--- src/logic/clk_ctrl_pkg.sv ---
// Constants and types for the clock chip control block
package clk_ctrl_pkg;
    // ****************
    // Serial slave
    // ****************
    localparam logic [6:0] SLAVE_ADDR = 7'h69;
    localparam int N_REG = 7;
    localparam logic [7:0] N_REG_BYTE = 8'h07;
    localparam logic [7:0] CFG0_RST = 8'h00;
    localparam logic [7:0] CFG1_RST = 8'h7D;
    localparam logic [7:0] CFG2_RST = 8'h7F;
    localparam logic [7:0] CFG3_RST = 8'h67;
    localparam logic [7:0] CFG4_RST = 8'hCF;
    localparam logic [7:0] CFG5_RST = 8'h7F;
    localparam logic [7:0] CFG6_RST = 8'h00;
    localparam int OVR_BIT = 3;
    localparam int PINFN_BIT = 7;
    // ****************
    // Clock outputs
    // ****************
    localparam int N_CLK = 23;
    localparam int CK_CPU = 0;
    localparam int CK_CRYSTAL_COPY_OUT_B = 14;
    // ****************
    // Timing
    // ****************
    localparam int CLK_MHZ = 20;
    localparam int SETTLE_NS = 500000;
    localparam int SETTLE_CYCLES = (SETTLE_NS * CLK_MHZ + 999) / 1000;
    localparam int SETTLE_W = 16;
    // ****************
    // Preset table, tenths of MHz
    // ****************
    localparam logic [15:0][11:0] CPU_TAB = {
        12'h682, 12'h7D0, 12'h535, 12'h3E8, 12'h682, 12'h685, 12'h7D0,
        12'h7D9, 12'h7C0, 12'h708, 12'h5AC, 12'h44C, 12'h535, 12'h53B,
        12'h3E8, 12'h3F1};
    localparam logic [15:0][11:0] AGP_TAB = {
        12'h29A, 12'h29B, 12'h29B, 12'h29B, 12'h29A, 12'h29C, 12'h29B,
        12'h29D, 12'h2CD, 12'h2D0, 12'h2D6, 12'h2DD, 12'h29B, 12'h29D,
        12'h29B, 12'h2A1};
    localparam logic [15:0][11:0] PCI_TAB = {
        12'h14D, 12'h14D, 12'h14D, 12'h14D, 12'h14D, 12'h14E, 12'h14D,
        12'h14F, 12'h166, 12'h168, 12'h16B, 12'h16F, 12'h14D, 12'h14F,
        12'h14D, 12'h150};
    // ****************
    // Serial slave states
    // ****************
    typedef enum logic [3:0] {
        S_IDLE = 4'h0, S_ADDR = 4'h1, S_ADDR_ACK = 4'h2, S_CMD = 4'h3,
        S_CMD_ACK = 4'h4, S_CNT = 4'h5, S_CNT_ACK = 4'h6, S_WR = 4'h7,
        S_WR_ACK = 4'h8, S_TX = 4'h9, S_MACK = 4'hA
    } ser_state_type;
endpackage

--- src/logic/clock_chip_strap_and_serial_ctrl.sv ---
// Strap latching, clock gating and serial slave of the clock chip
`timescale 1ns/1ns
module clock_chip_strap_and_serial_ctrl
    import clk_ctrl_pkg::*;
#(
    parameter int P_SETTLE_CYCLES = SETTLE_CYCLES
) (
    // Clock and reset
    input wire logic i_clk,
    input wire logic i_rstn,
    // Strap pins and supply threshold
    input wire logic i_supply_ok,
    input wire logic [3:0] i_freq_select_strap,
    input wire logic i_cpu_family_strap,
    input wire logic i_current_multiplier_strap,
    output logic o_strap_pins_oe,
    // Power-good and shared power-down pin
    input wire logic i_power_good_qualifier_n,
    input wire logic i_power_down_in_n,
    input wire logic i_system_reset_req,
    output logic o_system_reset_out_n,
    output logic o_system_reset_out_n_oe,
    output logic o_power_down,
    // Clock sources and gated outputs
    input wire logic [N_CLK-1:0] i_src_clk,
    output logic [N_CLK-1:0] o_clk_out,
    output logic o_cpu_clock_true,
    output logic o_cpu_clock_true_oe,
    output logic o_cpu_clock_comp,
    output logic o_cpu_clock_comp_oe,
    // Status
    output logic [3:0] o_freq_code,
    output logic [11:0] o_cpu_tenths_mhz,
    output logic [11:0] o_agp_tenths_mhz,
    output logic [11:0] o_pci_tenths_mhz,
    output logic o_cpu_push_pull,
    output logic o_current_mult_six,
    output logic o_synth_settled,
    // Serial link
    input wire logic i_serial_clock,
    input wire logic i_serial_data_pin,
    output logic o_serial_data_pin,
    output logic o_serial_data_pin_oe
);
    // ****************
    // Input synchronisers
    // ****************
    logic [8:0] pin_m_reg;
    logic [8:0] pin_s_reg;
    logic [N_CLK-1:0] src_m_reg;
    logic [N_CLK-1:0] src_s_reg;
    logic scl_d_reg;
    logic sda_d_reg;
    logic pg_d_reg;
    wire [8:0] pin_raw = {i_serial_data_pin, i_serial_clock,
        i_power_down_in_n, i_power_good_qualifier_n, i_supply_ok,
        i_current_multiplier_strap, i_cpu_family_strap,
        i_freq_select_strap[3:2]};
    logic [1:0] fs_lo_m_reg;
    logic [1:0] fs_lo_s_reg;

    always_ff @(posedge i_clk or negedge i_rstn) begin
        if (!i_rstn) begin
            pin_m_reg <= 9'h1E0;
            pin_s_reg <= 9'h1E0;
            fs_lo_m_reg <= 2'h0;
            fs_lo_s_reg <= 2'h0;
            src_m_reg <= '0;
            src_s_reg <= '0;
            scl_d_reg <= 1'b1;
            sda_d_reg <= 1'b1;
            pg_d_reg <= 1'b1;
        end else begin
            pin_m_reg <= pin_raw;
            pin_s_reg <= pin_m_reg;
            fs_lo_m_reg <= i_freq_select_strap[1:0];
            fs_lo_s_reg <= fs_lo_m_reg;
            src_m_reg <= i_src_clk;
            src_s_reg <= src_m_reg;
            scl_d_reg <= pin_s_reg[7];
            sda_d_reg <= pin_s_reg[8];
            pg_d_reg <= pin_s_reg[5];
        end
    end

    wire [3:0] fs_s = {pin_s_reg[1:0], fs_lo_s_reg};
    wire fam_s = pin_s_reg[2];
    wire mult_s = pin_s_reg[3];
    wire sup_s = pin_s_reg[4];
    wire pg_s = pin_s_reg[5];
    wire pd_s = pin_s_reg[6];
    wire scl_s = pin_s_reg[7];
    wire sda_s = pin_s_reg[8];

    // ****************
    // Strap latch and power-good
    // ****************
    logic latched_reg;
    logic pg_done_reg;
    logic [3:0] fs_reg;
    logic pp_mode_reg;
    logic mult_reg;
    logic [SETTLE_W-1:0] settle_reg;
    logic settled_reg;
    logic [7:0] cfg_reg [0:N_REG-1];
    wire pg_fall = pp_mode_reg & latched_reg & ~pg_done_reg
        & pg_d_reg & ~pg_s;
    wire first_latch = sup_s & ~latched_reg;

    always_ff @(posedge i_clk or negedge i_rstn) begin
        if (!i_rstn) begin
            latched_reg <= 1'b0;
            pg_done_reg <= 1'b0;
            fs_reg <= 4'h0;
            pp_mode_reg <= 1'b0;
            mult_reg <= 1'b0;
        end else begin
            if (first_latch) begin
                latched_reg <= 1'b1;
                pp_mode_reg <= fam_s;
            end
            if (first_latch || pg_fall) begin
                fs_reg <= fs_s;
                mult_reg <= mult_s;
            end
            if (pg_fall) begin
                pg_done_reg <= 1'b1;
            end
        end
    end

    always_ff @(posedge i_clk or negedge i_rstn) begin
        if (!i_rstn) begin
            settle_reg <= '0;
            settled_reg <= 1'b0;
        end else if (latched_reg && !settled_reg) begin
            settle_reg <= settle_reg + 1'b1;
            settled_reg <= (settle_reg ==
                SETTLE_W'(P_SETTLE_CYCLES - 1));
        end
    end

    wire [3:0] fs_eff = cfg_reg[0][OVR_BIT] ?
        {cfg_reg[0][1], cfg_reg[0][6:4]} : fs_reg;
    wire pin_is_pd = cfg_reg[6][PINFN_BIT];
    wire power_down = pin_is_pd & ~pd_s;
    wire clocks_ok = latched_reg & settled_reg & ~power_down
        & (~pp_mode_reg | pg_done_reg);
    wire [N_CLK-1:0] en_vec = {cfg_reg[5][6:0], cfg_reg[4][3],
        cfg_reg[4][2] & ~pp_mode_reg, cfg_reg[3][6:5], cfg_reg[3][2:0],
        cfg_reg[2][6:0], cfg_reg[1][3:2]};

    // ****************
    // Glitch-free clock gates except comp_reg
    // ****************
    logic [N_CLK-1:0] run_reg;
    logic [N_CLK-1:0] out_reg;
    logic comp_reg;
    genvar g;
    generate
        for (g = 0; g < N_CLK; g = g + 1) begin : gate_gen
            always_ff @(posedge i_clk or negedge i_rstn) begin
                if (!i_rstn) begin
                    run_reg[g] <= 1'b0;
                    out_reg[g] <= 1'b0;
                end else begin
                    if (!src_s_reg[g]) begin
                        run_reg[g] <= clocks_ok & en_vec[g];
                    end
                    out_reg[g] <= src_s_reg[g] & run_reg[g];
                end
            end
        end
    endgenerate

    always_ff @(posedge i_clk or negedge i_rstn) begin
        if (!i_rstn) begin
            comp_reg <= 1'b0;
        end else begin
            comp_reg <= ~src_s_reg[CK_CPU] & run_reg[CK_CPU];
        end
    end

    // ****************
    // Serial slave
    // ****************
    ser_state_type st_reg;
    logic [2:0] bit_reg;
    logic full_reg;
    logic [7:0] sh_reg;
    logic [6:0] idx_reg;
    logic [7:0] cnt_reg;
    logic block_reg;
    logic cmd_ok_reg;
    logic rd_reg;
    logic tx_cnt_reg;
    logic mack_reg;
    logic drv_reg;

    wire scl_rise = scl_s & ~scl_d_reg;
    wire scl_fall = ~scl_s & scl_d_reg;
    wire start_det = scl_s & scl_d_reg & sda_d_reg & ~sda_s;
    wire stop_det = scl_s & scl_d_reg & ~sda_d_reg & sda_s;
    wire in_rx = (st_reg == S_ADDR) | (st_reg == S_CMD)
        | (st_reg == S_CNT) | (st_reg == S_WR);
    wire addr_wr = (sh_reg == {SLAVE_ADDR, 1'b0});
    wire addr_rd = (sh_reg == {SLAVE_ADDR, 1'b1}) & cmd_ok_reg;
    // byte op, or block with zero index
    wire cmd_good = sh_reg[7] | (sh_reg[6:0] == 7'h00);
    // writes beyond the map are dropped
    wire idx_in = (idx_reg < 7'(N_REG));
    wire wr_fire = scl_fall & full_reg & (st_reg == S_WR)
        & (cnt_reg != 8'h00) & idx_in;
    wire [6:0] nxt_idx = tx_cnt_reg ? idx_reg : idx_reg + 7'h01;

    function automatic logic [7:0] rd_byte(input logic [6:0] i);
        logic [7:0] v;
        v = 8'h00;
        case (i)
            7'h00: v = {1'b0, fs_eff[2:0], cfg_reg[0][OVR_BIT], 1'b0,
                fs_eff[3], pp_mode_reg};
            7'h01: v = {cfg_reg[1][7:1], mult_reg};
            7'h02: v = cfg_reg[2];
            7'h03: v = cfg_reg[3];
            7'h04: v = cfg_reg[4];
            7'h05: v = cfg_reg[5];
            7'h06: v = cfg_reg[6];
            default: v = 8'h00;
        endcase
        return v;
    endfunction

    // Select bits track straps until override
    wire ovr = cfg_reg[0][OVR_BIT];
    wire [7:0] wr_val = (idx_reg == 7'h00) ? {1'b0,
        ovr ? sh_reg[6:4] : fs_reg[2:0], sh_reg[3], 1'b0,
        ovr ? sh_reg[1] : fs_reg[3], 1'b0} : sh_reg;

    always_ff @(posedge i_clk or negedge i_rstn) begin
        if (!i_rstn) begin
            cfg_reg[0] <= CFG0_RST;
            cfg_reg[1] <= CFG1_RST;
            cfg_reg[2] <= CFG2_RST;
            cfg_reg[3] <= CFG3_RST;
            cfg_reg[4] <= CFG4_RST;
            cfg_reg[5] <= CFG5_RST;
            cfg_reg[6] <= CFG6_RST;
        end else if (wr_fire) begin
            cfg_reg[idx_reg[2:0]] <= wr_val;
        end
    end

    always_ff @(posedge i_clk or negedge i_rstn) begin
        if (!i_rstn) begin
            st_reg <= S_IDLE;
            bit_reg <= 3'h0;
            full_reg <= 1'b0;
            sh_reg <= 8'h00;
            idx_reg <= 7'h00;
            cnt_reg <= 8'h00;
            block_reg <= 1'b0;
            cmd_ok_reg <= 1'b0;
            rd_reg <= 1'b0;
            tx_cnt_reg <= 1'b0;
            mack_reg <= 1'b0;
            drv_reg <= 1'b0;
        end else if (stop_det) begin
            st_reg <= S_IDLE;
            cmd_ok_reg <= 1'b0;
            drv_reg <= 1'b0;
        end else if (start_det) begin
            st_reg <= S_ADDR;
            bit_reg <= 3'h0;
            full_reg <= 1'b0;
            drv_reg <= 1'b0;
        end else if (scl_rise && in_rx) begin
            sh_reg <= {sh_reg[6:0], sda_s};
            bit_reg <= bit_reg + 3'h1;
            full_reg <= (bit_reg == 3'h7);
        end else if (scl_rise && st_reg == S_MACK) begin
            mack_reg <= ~sda_s;
        end else if (scl_fall) begin
            full_reg <= 1'b0;
            case (st_reg)
                S_ADDR: if (full_reg) begin
                    rd_reg <= addr_rd;
                    drv_reg <= addr_wr | addr_rd;
                    st_reg <= (addr_wr | addr_rd) ? S_ADDR_ACK : S_IDLE;
                end
                S_CMD: if (full_reg) begin
                    block_reg <= ~sh_reg[7];
                    idx_reg <= sh_reg[6:0];
                    cnt_reg <= 8'h01;
                    cmd_ok_reg <= cmd_good;
                    drv_reg <= cmd_good;
                    st_reg <= cmd_good ? S_CMD_ACK : S_IDLE;
                end
                S_CNT: if (full_reg) begin
                    cnt_reg <= sh_reg;
                    drv_reg <= 1'b1;
                    st_reg <= S_CNT_ACK;
                end
                S_WR: if (full_reg) begin
                    if (cnt_reg != 8'h00) begin
                        cnt_reg <= cnt_reg - 8'h01;
                    end
                    if (block_reg) begin
                        idx_reg <= idx_reg + 7'h01;
                    end
                    drv_reg <= 1'b1;
                    st_reg <= S_WR_ACK;
                end
                S_ADDR_ACK: begin
                    bit_reg <= 3'h0;
                    if (rd_reg) begin
                        tx_cnt_reg <= block_reg;
                        sh_reg <= block_reg ? N_REG_BYTE :
                            rd_byte(idx_reg);
                        drv_reg <= block_reg ? ~N_REG_BYTE[7] :
                            (rd_byte(idx_reg) < 8'h80);
                        st_reg <= S_TX;
                    end else begin
                        drv_reg <= 1'b0;
                        st_reg <= S_CMD;
                    end
                end
                S_CMD_ACK: begin
                    drv_reg <= 1'b0;
                    st_reg <= block_reg ? S_CNT : S_WR;
                end
                S_CNT_ACK, S_WR_ACK: begin
                    // further bytes take the write path
                    drv_reg <= 1'b0;
                    st_reg <= S_WR;
                end
                S_TX: begin
                    // pull low for zero bits only
                    if (bit_reg == 3'h7) begin
                        drv_reg <= 1'b0;
                        st_reg <= S_MACK;
                    end else begin
                        sh_reg <= {sh_reg[6:0], 1'b0};
                        drv_reg <= ~sh_reg[6];
                    end
                    bit_reg <= bit_reg + 3'h1;
                end
                S_MACK: begin
                    if (mack_reg) begin
                        tx_cnt_reg <= 1'b0;
                        idx_reg <= nxt_idx;
                        sh_reg <= rd_byte(nxt_idx);
                        drv_reg <= (rd_byte(nxt_idx) < 8'h80);
                        st_reg <= S_TX;
                    end else begin
                        st_reg <= S_IDLE;
                    end
                end
                default: st_reg <= S_IDLE;
            endcase
        end
    end

    // ****************
    // Outputs
    // ****************
    assign o_strap_pins_oe = latched_reg;
    assign o_clk_out = out_reg;
    assign o_cpu_clock_true = pp_mode_reg & out_reg[CK_CPU];
    assign o_cpu_clock_true_oe = pp_mode_reg | ~out_reg[CK_CPU];
    assign o_cpu_clock_comp = pp_mode_reg & comp_reg;
    assign o_cpu_clock_comp_oe = pp_mode_reg | ~comp_reg;
    // open-drain reset output when not power-down
    assign o_system_reset_out_n = 1'b0;
    assign o_system_reset_out_n_oe = ~pin_is_pd & i_system_reset_req;
    assign o_power_down = power_down;
    assign o_freq_code = fs_eff;
    assign o_cpu_tenths_mhz = CPU_TAB[fs_eff];
    assign o_agp_tenths_mhz = AGP_TAB[fs_eff];
    assign o_pci_tenths_mhz = PCI_TAB[fs_eff];
    assign o_cpu_push_pull = pp_mode_reg;
    assign o_current_mult_six = mult_reg;
    assign o_synth_settled = settled_reg;
    assign o_serial_data_pin = 1'b0;
    assign o_serial_data_pin_oe = drv_reg;
endmodule

--- config.mk ---
export PLATFORM = sky130hd
export DESIGN_NAME = clock_chip_strap_and_serial_ctrl
export DESIGN_NICKNAME = d
export VERILOG_FILES = /design/src/logic/clk_ctrl_pkg.sv /design/src/logic/clock_chip_strap_and_serial_ctrl.sv
export SDC_FILE = /design/constraint.sdc
export NUM_CORES = 1
export LEC_CHECK = 0
export ABC_AREA = 1
export BUFFER_PORTS_ARGS = -buffer_cell sky130_fd_sc_hd__buf_2
export CORE_UTILIZATION = 59
export CTS_CLUSTER_DIAMETER = 30
export DETAILED_ROUTE_END_ITERATION = 12
export PLACE_DENSITY = 0.85
export SLEW_MARGIN = 20
export SYNTH_ARGS = -nofsm -noshare
export SYNTH_HDL_FRONTEND = slang
export SYNTH_SLANG_ARGS = --single-unit
--- constraint.sdc ---
create_clock -name i_clk -period 2.7 [get_ports i_clk]
set_input_delay 0.27 -clock i_clk [delete_from_list [all_inputs] [get_ports i_clk]]
set_output_delay 0.27 -clock i_clk [all_outputs]
set_load 0.01 [all_outputs]
* Yosys cells after proc, flatten, opt, wreduce, memory -nomap -nowiden *
Memory sizes are Yosys's and may differ from the RTL's.
Cells that the tools add are included.

operators by class
  add/subtract/negate cells = 4
  multipliers = 0
  divide/modulo/power cells = 0
  order comparisons = 6
  eq/ne operators = 50
  shift-type cells = 0
  multiplexer cells = 91
  bitwise gates (word level) = 101
  reductions and logical operators = 37

operators by type and width
  kind                     number
  $mux W8                  26
  $pmux W8 S7              2
  $and A1 B1 Y1            72
  $bwmux W56               1
  $mux W4                  13
  $pmux W8 S3              2
  $eq A7 B3 Y1 const B     6
  $mux W12                 3
  $pmux W4 S9              1
  $mux W7                  5
  $reduce_and A8 Y1        4
  $eq A7 B2 Y1 const B     4
  $mux W1                  25
  $demux W8 S3             1
  $ne A4 B4 Y1 const B     6
  $logic_not A7 Y1         3
  $pmux W7 S3              1
  $not A1 Y1               20
  $reduce_and A10 Y1       2
  $mux W3                  6
  $ne A2 B2 Y1 const B     9
  $ne A3 B3 Y1 const B     6
  $add A16 B1 Y16 const B  1
  $eq A16 B14 Y1 const B   1
  other kinds (37)         69

storage, ports and cells
  flip-flop bits (word level) = 236
  bits in latches = 0
  bits in writable memories = 0
  memory bits (read-only) = 576
  bits of input ports = 37
  output and inout bits = 76
  logic and storage cells = 374
  memories = 3

memories
  memory           depth  width  rd ports  clocked after memory_dff  wr ports  line                                     text
  (no name shown)  16     12     1         0                         0         clock_chip_strap_and_serial_ctrl.sv:379  assign o_pci_tenths_mhz = PCI_TAB[fs_eff];
  (no name shown)  16     12     1         0                         0         clock_chip_strap_and_serial_ctrl.sv:378  assign o_agp_tenths_mhz = AGP_TAB[fs_eff];
  (no name shown)  16     12     1         0                         0         clock_chip_strap_and_serial_ctrl.sv:377  assign o_cpu_tenths_mhz = CPU_TAB[fs_eff];

* Logic depth before layout (Yosys ltp) *
Gate-level depths: netlist of the first run.

  depth in word-level cells = 19
  mapped depth = 17
  depth with buffers taken out = 16

* Least setup slack after synthesis of the first run *
OpenSTA, ideal clock, no wires.

  kind = reg2reg
  start = reg idx_reg[0]
  end = reg drv_reg, in the netlist o_serial_data_pin_oe
  setup time = 0.117 ns
  arrival = 2.100 ns
  data required time = 2.583 ns
  path slack = 0.484 ns
  cell stages (with the launch flop) = 15
  path buffers = 1
  clock period less this slack = 2.216 ns
  cell sequence = dfrtp_1 > buf_2 > clkinv_1 > ha_1 > inv_1 > o21ai_0 > nand2_1 > nor2_1 > nand4_1 > nand2_1 > nor2_1 > nand3_1 > nand2_1 > nand2_1 > nand2_1

between the ends
  longest elaborated chain between the ends = 19
  elaborated cells on any way between the ends = 43
  those cells by class = 1 x add/sub; 2 x order compare; 12 x eq/ne; 26 x mux; 2 x reduce/logical

ends and longest elaborated chain
  element                                     line                                     text
  start, declared                             clock_chip_strap_and_serial_ctrl.sv:191  logic [6:0] idx_reg;
  start signal, assigned                      clock_chip_strap_and_serial_ctrl.sv:292  idx_reg <= sh_reg[6:0];
  start signal, assigned                      clock_chip_strap_and_serial_ctrl.sv:308  idx_reg <= idx_reg + 7'h01;
  start signal, assigned                      clock_chip_strap_and_serial_ctrl.sv:350  idx_reg <= nxt_idx;
  $add A7 B1 Y7                               clock_chip_strap_and_serial_ctrl.sv:214  wire [6:0] nxt_idx = tx_cnt_reg ? idx_reg : idx_reg + 7'h01;
  $mux W7                                     clock_chip_strap_and_serial_ctrl.sv:214
  $eq A7 B3 Y1, or another cell as far along  clock_chip_strap_and_serial_ctrl.sv:219  case (i)
  $pmux W8 S7                                 clock_chip_strap_and_serial_ctrl.sv:219
  $mux W8                                     -
  $mux W8                                     clock_chip_strap_and_serial_ctrl.sv:284  case (st_reg)
  $mux W8                                     clock_chip_strap_and_serial_ctrl.sv:282  end else if (scl_fall) begin
  $mux W8                                     clock_chip_strap_and_serial_ctrl.sv:280  end else if (scl_rise && st_reg == S_MACK) begin
  (+3 left out)                               -
  $lt A8 B8 Y1                                clock_chip_strap_and_serial_ctrl.sv:352  drv_reg <= (rd_byte(nxt_idx) < 8'h80);
  $mux W1                                     clock_chip_strap_and_serial_ctrl.sv:348  if (mack_reg) begin
  $pmux W1 S7 *                               clock_chip_strap_and_serial_ctrl.sv:284
  $mux W1 *                                   clock_chip_strap_and_serial_ctrl.sv:282
  $mux W1 *                                   clock_chip_strap_and_serial_ctrl.sv:280
  $mux W1 *                                   clock_chip_strap_and_serial_ctrl.sv:276  end else if (scl_rise && in_rx) begin
  $mux W1 *                                   clock_chip_strap_and_serial_ctrl.sv:271  end else if (start_det) begin
  $mux W1 *                                   clock_chip_strap_and_serial_ctrl.sv:267  end else if (stop_det) begin
  end signal, assigned                        clock_chip_strap_and_serial_ctrl.sv:287  drv_reg <= addr_wr | addr_rd;
  end signal, assigned                        clock_chip_strap_and_serial_ctrl.sv:295  drv_reg <= cmd_good;
  end signal, assigned                        clock_chip_strap_and_serial_ctrl.sv:319  drv_reg <= block_reg ? ~N_REG_BYTE[7] :
  end, declared                               clock_chip_strap_and_serial_ctrl.sv:198  logic drv_reg;

Every way passes the cells marked *; elsewhere a longest branch is shown, timed or not. The select of a mux whose other input is x is not followed.
A chain may end at the register's enable or synchronous reset.

* Final worst setup path of the first run *
  start = reg cfg_reg[51] (netlist name)
  end = out o_cpu_tenths_mhz[6]

between the ends
  longest elaborated chain between the ends = 3

ends and longest elaborated chain
  element                          line                                     text
  start, declared                  clock_chip_strap_and_serial_ctrl.sv:105  logic [7:0] cfg_reg [0:N_REG-1];
  start signal, assigned by index  clock_chip_strap_and_serial_ctrl.sv:249  cfg_reg[idx_reg[2:0]] <= wr_val;
  $mux W4                          clock_chip_strap_and_serial_ctrl.sv:143  wire [3:0] fs_eff = cfg_reg[0][OVR_BIT] ?
  $mem_v2 Z16 W12                  -
  $mux W12 (not written as such)   clock_chip_strap_and_serial_ctrl.sv:377
  end, declared                    clock_chip_strap_and_serial_ctrl.sv:33   output logic [11:0] o_cpu_tenths_mhz,

No other way between the ends. The select of a mux whose other input is x is not followed.

==> flow_summary.ini, run 1 <==
[status]
outcome = finished clean

[finish]
drive_above_1_share_pct = 19.0
nets = 1514
area_growth_pct = 26.0
fin_util_pct = 77.1
antennaDiodeCount = 0
largest_reg_flops = 52
fin_cells = 1717
fin_area_sq_um = 13500

[timing]
max_freq_mhz = 386
relSlewSlack_pct = 52.3
maxSlewViolCount = 0
period_share_pct = 95.9
rsz0062_at_grt = no
fin_skew_ns = 0.0152
hold_ws_ns = 0.266
tightest_slew_ns = 0.713
setup_tns_ns = 0
min_period_ns = 2.59
hold_viol = 0
setup_viol = 0
setup_ws_ns = 0.111

[global_route]
grt_pass1_wl_mm = 49.5
grt_max_degree = 73
antenna_found_initial = 0
grt_pass1_vias = 9475
grt_overflow = 0
grt_usage_pct = 35.0

[floorplan]
die-area_sq_um = 18700
die_w_microns = 137
num_rows = 48
die_y_microns = 137
core_area_sq_um = 17500
initial_utilization_pct = 61.2
ios = 113

[placed_design]
placed_cell_area_sq_um = 11700
dp_cells = 1602
dp_slack_ns = 0.210
finalWeightedCongestion = 1.01
numPortBuffers = 98
hpwl_mm = 20.7

[synth]
synth_cells = 1267
synth.avg_cell_area_sq_um = 8.47
netlist-cell-type-count = 41
synth.most_common_cell = nand2_1
synth_top_flop_cell = dfrtp_1
synth-seq-area-share_pct = 54.6
synth_common_cells = nand2_1, dfrtp_1, inv_1
ys_ff_latch = 232
ys_top_cells_by_area = dfrtp_1, nand2_1, dfstp_2
netlist.area_leader.share_pct = 44.6
netlist_area_sq_um = 10700
yosysWarnings = 0
postSynth.asyncResetShare_pct = 100
synth_edf_count = 0
synth_largest_area_cell = dfrtp_1

[routing]
wl_mm = 31.4
drt_iter0_markers = 1209
drtAntennaViolNets = 0
drc = 0
wire_per_inst_microns = 18.3
viasPerCell = 5.80
dr.pass1.iters = 6
vias = 9960

[clock_network]
clock-sinks = 232
clk_pin_slew_ns = 0.05
clock_path_buffers = 3
cts.htree.levels = 2
cts-root-buf = clkbuf_16
cts_buffers = 41
cts_tree = yes
clkLatencyLatePin_ns = 0.53

[power_and_ir_drop]
power.density_nw_per_um2 = 839
finalPower_mw = 11.3
p_clk_share_pct = 46.9
leakagePower_nw = 6.69
pwr-share-seq_pct = 34.1
switchingPower_mw = 3.52
p_int_mw = 7.82
swShare_pct = 31.1
comb_power_share_pct = 18.9
peakVddDrop_uv = 778

[worst_setup_path]
cp_slowest_cell = dfrtp_1
slowest_delay_ns = 0.38
start_kind = flop
end_kind = output port
path_max_fanout = 6
cp.required_ns = 2.43
crit_family = simple AND/OR/NAND/NOR gates
crit_path_cell_trace = inv_1, nand2_1, nand2_4, inv_1, ha_1, nor2_1, nor2_1, o22ai_1, buf_2
critical_path_class = reg2out
crit_buf_inv = 3
arrival_ns = 2.32

[run]
cap_violations = 0

[min_path]
hp-class = in2async
[power by group through the flow]
stage	Sequential (mW)	Clock, mW	Combinational, mW
finish	3.87	5.32	2.15
detailed placement	3.91	0	2.04
global route	3.89	5.52	2.37
floorplan	3.85	0	1.21
CTS	3.86	5.37	2.10
global placement	3.89	0	2.00
[per-layer routing]
metal	up-vias	track usage (%)	part of all wire [%]
met5	-	0	0
met4	0	12.1	2.9
met3	99	7.52	10
met2	600	57.3	47
met1	4748	46.4	40
li1	4513	-	-
[final cells by class]
cell class,instances,area (sq um)
multi-input combinational,850,4110
clock buffer,46,1110
inverter,150,563
tap,225,282
fill,1196,4020
clock inverter,30,335
sequential,232,5860
timing repair buffer,184,1270
[cells by family (layout without fill, tap and decap cells)]
family | Yosys count | in the layout | share of synthesized area, %
compound gates | 215 | 215 | 11.1
xor+xnor | 15 | 15 | 1.22
fa+ha+maj | 18 | 18 | 2.10
buf+inv | 197 | 410 | 7.72
flops | 232 | 232 | 54.6
mux | 4 | 4 | 0.420
other cells | 2 | 14 | 0.0700
simple gates | 584 | 584 | 22.8
[cell usage in the layout (no fill, tap or decap), types with 7 or more instances in the layout]
cell type,count
nand2_1,330
dfrtp_1,190
inv_1,144
o21ai_0,135
nor2_1,113
buf_2,97
nand3_1,80
buf_4,47
clkbuf_16,43
dfstp_2,41
dlygate4sd3_1,35
nand4_1,34
a21oi_1,31
ha_1,18
o22ai_1,16
xor2_1,15
nor3_1,14
conb_1,14
inv_6,10
inv_8,7
[worst paths after layout]
path	from	end	slack [ns]	cells past startpoint
setup / recovery	cfg_reg[51]$_DFFE_PN0P_	o_cpu_tenths_mhz[6]	0.11	9
max in group asynchronous	i_rstn	sda_d_reg$_DFF_PN1_	1.62	3
min in group i_clk	pin_m_reg[1]$_DFF_PN0_	pin_s_reg[1]$_DFF_PN0_	0.34	0
hold / removal	i_rstn	settle_reg[8]$_DFFE_PN0P_	0.27	2
setup reg to reg	idx_reg[1]$_DFFE_PN0P_	sh_reg[0]$_DFFE_PN0P_	0.20	15
hold reg to reg	pin_m_reg[1]$_DFF_PN0_	pin_s_reg[1]$_DFF_PN0_	0.34	0
[worst register-to-register path, stage by stage, from the launching register on]
cell	delay [ns]
dfrtp_2	0.46
inv_1	0.20
ha_1	0.27
inv_1	0.06
o21ai_0	0.13
inv_1	0.15
nand2_1	0.09
nor2_1	0.54
nand3_1	0.15
nand2_1	0.09
nor2_1	0.04
nand2_1	0.06
nand2_1	0.05
nand2_1	0.07
nand2_1	0.05
nand2_1	0.06
[timing repair]
action                                  CTS  global route
endpoints found under the setup margin    0            16
hold buffers                             35             0
gates resized for setup                   0             7
setup buffers                             0             4
hold endpoints to repair                 88             0
Note: power is estimated with default switching activity, not from simulation.
==> run 2, diff against run 1 <==
--- a/config.mk
+++ b/config.mk
@@ -6,11 +6,11 @@
 export NUM_CORES = 1
 export LEC_CHECK = 0
 export ABC_AREA = 1
-export BUFFER_PORTS_ARGS = -buffer_cell sky130_fd_sc_hd__buf_2
-export CORE_UTILIZATION = 59
+export BUFFER_PORTS_ARGS = -buffer_cell sky130_fd_sc_hd__clkbuf_2
+export CORE_UTILIZATION = 44
 export CTS_CLUSTER_DIAMETER = 30
 export DETAILED_ROUTE_END_ITERATION = 12
-export PLACE_DENSITY = 0.85
+export PLACE_DENSITY = 0.68
 export SLEW_MARGIN = 20
 export SYNTH_ARGS = -nofsm -noshare
 export SYNTH_HDL_FRONTEND = slang
==> constraint.sdc (replaced) <==
create_clock -name i_clk -period 2.88 [get_ports i_clk]
set_input_delay 0.288 -clock i_clk [delete_from_list [all_inputs] [get_ports i_clk]]
set_output_delay 0.288 -clock i_clk [all_outputs]
set_load 0.01 [all_outputs]
==> flow_summary.ini, run 2 (synthesis results as in run 1) <==
[floorplan]
core_area_sq_um = 23700
num_rows = 56
initial_utilization_pct = 45.3
ios = 113
die_w_microns = 158
die_y_microns = 158
die-area_sq_um = 25000

[finish]
fin_util_pct = 58.7
antennaDiodeCount = 0
seq_area_sq_um = 5860
fin_cells = 1825
nFillCells = 2061
area_growth_pct = 29.5
drive_above_1_share_pct = 19.4
final_common_cell = nand2_1
fin_area_sq_um = 13900
nets = 1523
multi_input_area_sq_um = 4100
final_cell_mix = nand2_1, dfrtp_1, inv_1, o21ai_0, nor2_1
largest_reg_flops = 52

[timing]
setup_ws_ns = 0.158
period_share_pct = 94.5
rsz0062_at_grt = no
max_freq_mhz = 367
hold_viol = 0
fin_skew_ns = 0.0294
relSlewSlack_pct = 50.0
setup_tns_ns = 0
hold_ws_ns = 0.334
tightest_slew_ns = 0.750
maxSlewViolCount = 0
min_period_ns = 2.72
setup_viol = 0

[worst_setup_path]
cp.required_ns = 2.59
arrival_ns = 2.43
start_kind = flop
path_max_fanout = 6
crit-reg2reg-launch = idx_reg[1]$_DFFE_PN0P_
critical_path_class = reg2out
timing.reg2reg.setup_slack_ns = 0.38
reg2reg_to = sh_reg[6]$_DFFE_PN0P_
rr_worst_depth = 14
end_kind = output port

[routing]
wl_mm = 30.9
drtAntennaViolNets = 0
viasPerCell = 5.23
drc = 0
wire_per_inst_microns = 16.9
dr.pass1.iters = 5
vias = 9538
drt_iter0_markers = 949

[global_route]
antenna_found_initial = 0
grt_pass1_wl_mm = 49.1
grt_overflow = 0
grt_pass1_vias = 9140
grt_max_degree = 102
grt_usage_pct = 25.6

[run]
cap_violations = 0

[power_and_ir_drop]
finalPower_mw = 11.3
peakVddDrop_uv = 578
leakagePower_nw = 6.81
power.density_nw_per_um2 = 812

[clock_network]
clock_path_buffers = 3
clk_pin_slew_ns = 0.06
postCtsSetupBuffers = 0
cts-root-buf = clkbuf_16
cts.htree.levels = 2
cts_buffers = 46
clkLatencyLatePin_ns = 0.54
cts_tree = yes
clock-sinks = 232

[min_path]
worstHoldEndpoint = src_s_reg[1]$_DFF_PN0_
hold_start = src_m_reg[1]$_DFF_PN0_
hp-class = reg2reg
whs_path_depth = 0

[placed_design]
numPortBuffers = 98
placed_cell_area_sq_um = 11900
dp_cells = 1704
hpwl_mm = 21.5
dp_slack_ns = 0.468
finalWeightedCongestion = 0.978

[status]
outcome = finished clean
==> run 2: changes by cell type in the layout (fill, tap and decap cells not counted), moves of 2 or more <==
cell / delta
clkbuf_1: +2
buf_6: -2
buf_4: +5
clkbuf_2: +97
bufinv_16: +5
clkinv_2: +4
clkbuf_8: -2
inv_8: -5
buf_2: -97
clkbuf_16: +4
==> run 2: how the worst max path moves through the flow <==
stage	startpoint	to	slack (ns)
detailed placement	idx_reg[1]$_DFFE_PN0P_	sh_reg[0]$_DFFE_PN0P_	0.47
finish	cfg_reg[51]$_DFFE_PN0P_	o_cpu_tenths_mhz[6]	0.16
CTS	cfg_reg[51]$_DFFE_PN0P_	o_cpu_tenths_mhz[6]	0.11
global route	cfg_reg[51]$_DFFE_PN0P_	o_cpu_tenths_mhz[6]	0.04
floorplan	idx_reg[0]$_DFFE_PN0P_	o_serial_data_pin_oe$_DFFE_PN0P_	0.66
global placement	idx_reg[1]$_DFFE_PN0P_	sh_reg[0]$_DFFE_PN0P_	0.52
==> run 2: layout make-up <==
cell class / instances / area share, %
repair buffers: 188 / 9.37
flip-flops and latches: 232 / 42.2
multi-input cells: 850 / 29.5
well taps: 319 / 2.87
clock buffers: 50 / 8.55
inverters: 150 / 4.05
clock inverters: 36 / 3.49
==> run 2: report_power, final <==
| part | total, mW | switching, mW | leakage, nW | internal, mW |
|---|---|---|---|---|
| registers | 3.63 | 0.173 | 2.92 | 3.46 |
| clock network | 5.65 | 1.88 | 0.807 | 3.77 |
| logic | 2.00 | 1.26 | 3.09 | 0.739 |
==> run 2: routing by layer <==
metal | share of wire (%) | GRT usage (%)
met5 | 0 | 0
met4 | 2.6 | 8.70
met3 | 7.5 | 4.22
met2 | 45 | 39.0
met1 | 45 | 36.8
==> run 2: timing repair <==
action | in CTS | in global routing
gates resized for setup | 0 | 1
endpoints found under the hold margin | 107 | 0
hold buffers | 35 | 0
setup endpoints to repair | 0 | 1
==> run 2: worst max-delay path, stage by stage (launching register included) <==
cell and delay [ns]:
dfrtp_1 0.37, inv_1 0.17, nand2_1 0.18, nand2_2 0.17, inv_1 0.12, ha_1 0.35
nor2_1 0.17, nor2_1 0.08, o22ai_1 0.13, clkbuf_2 0.16
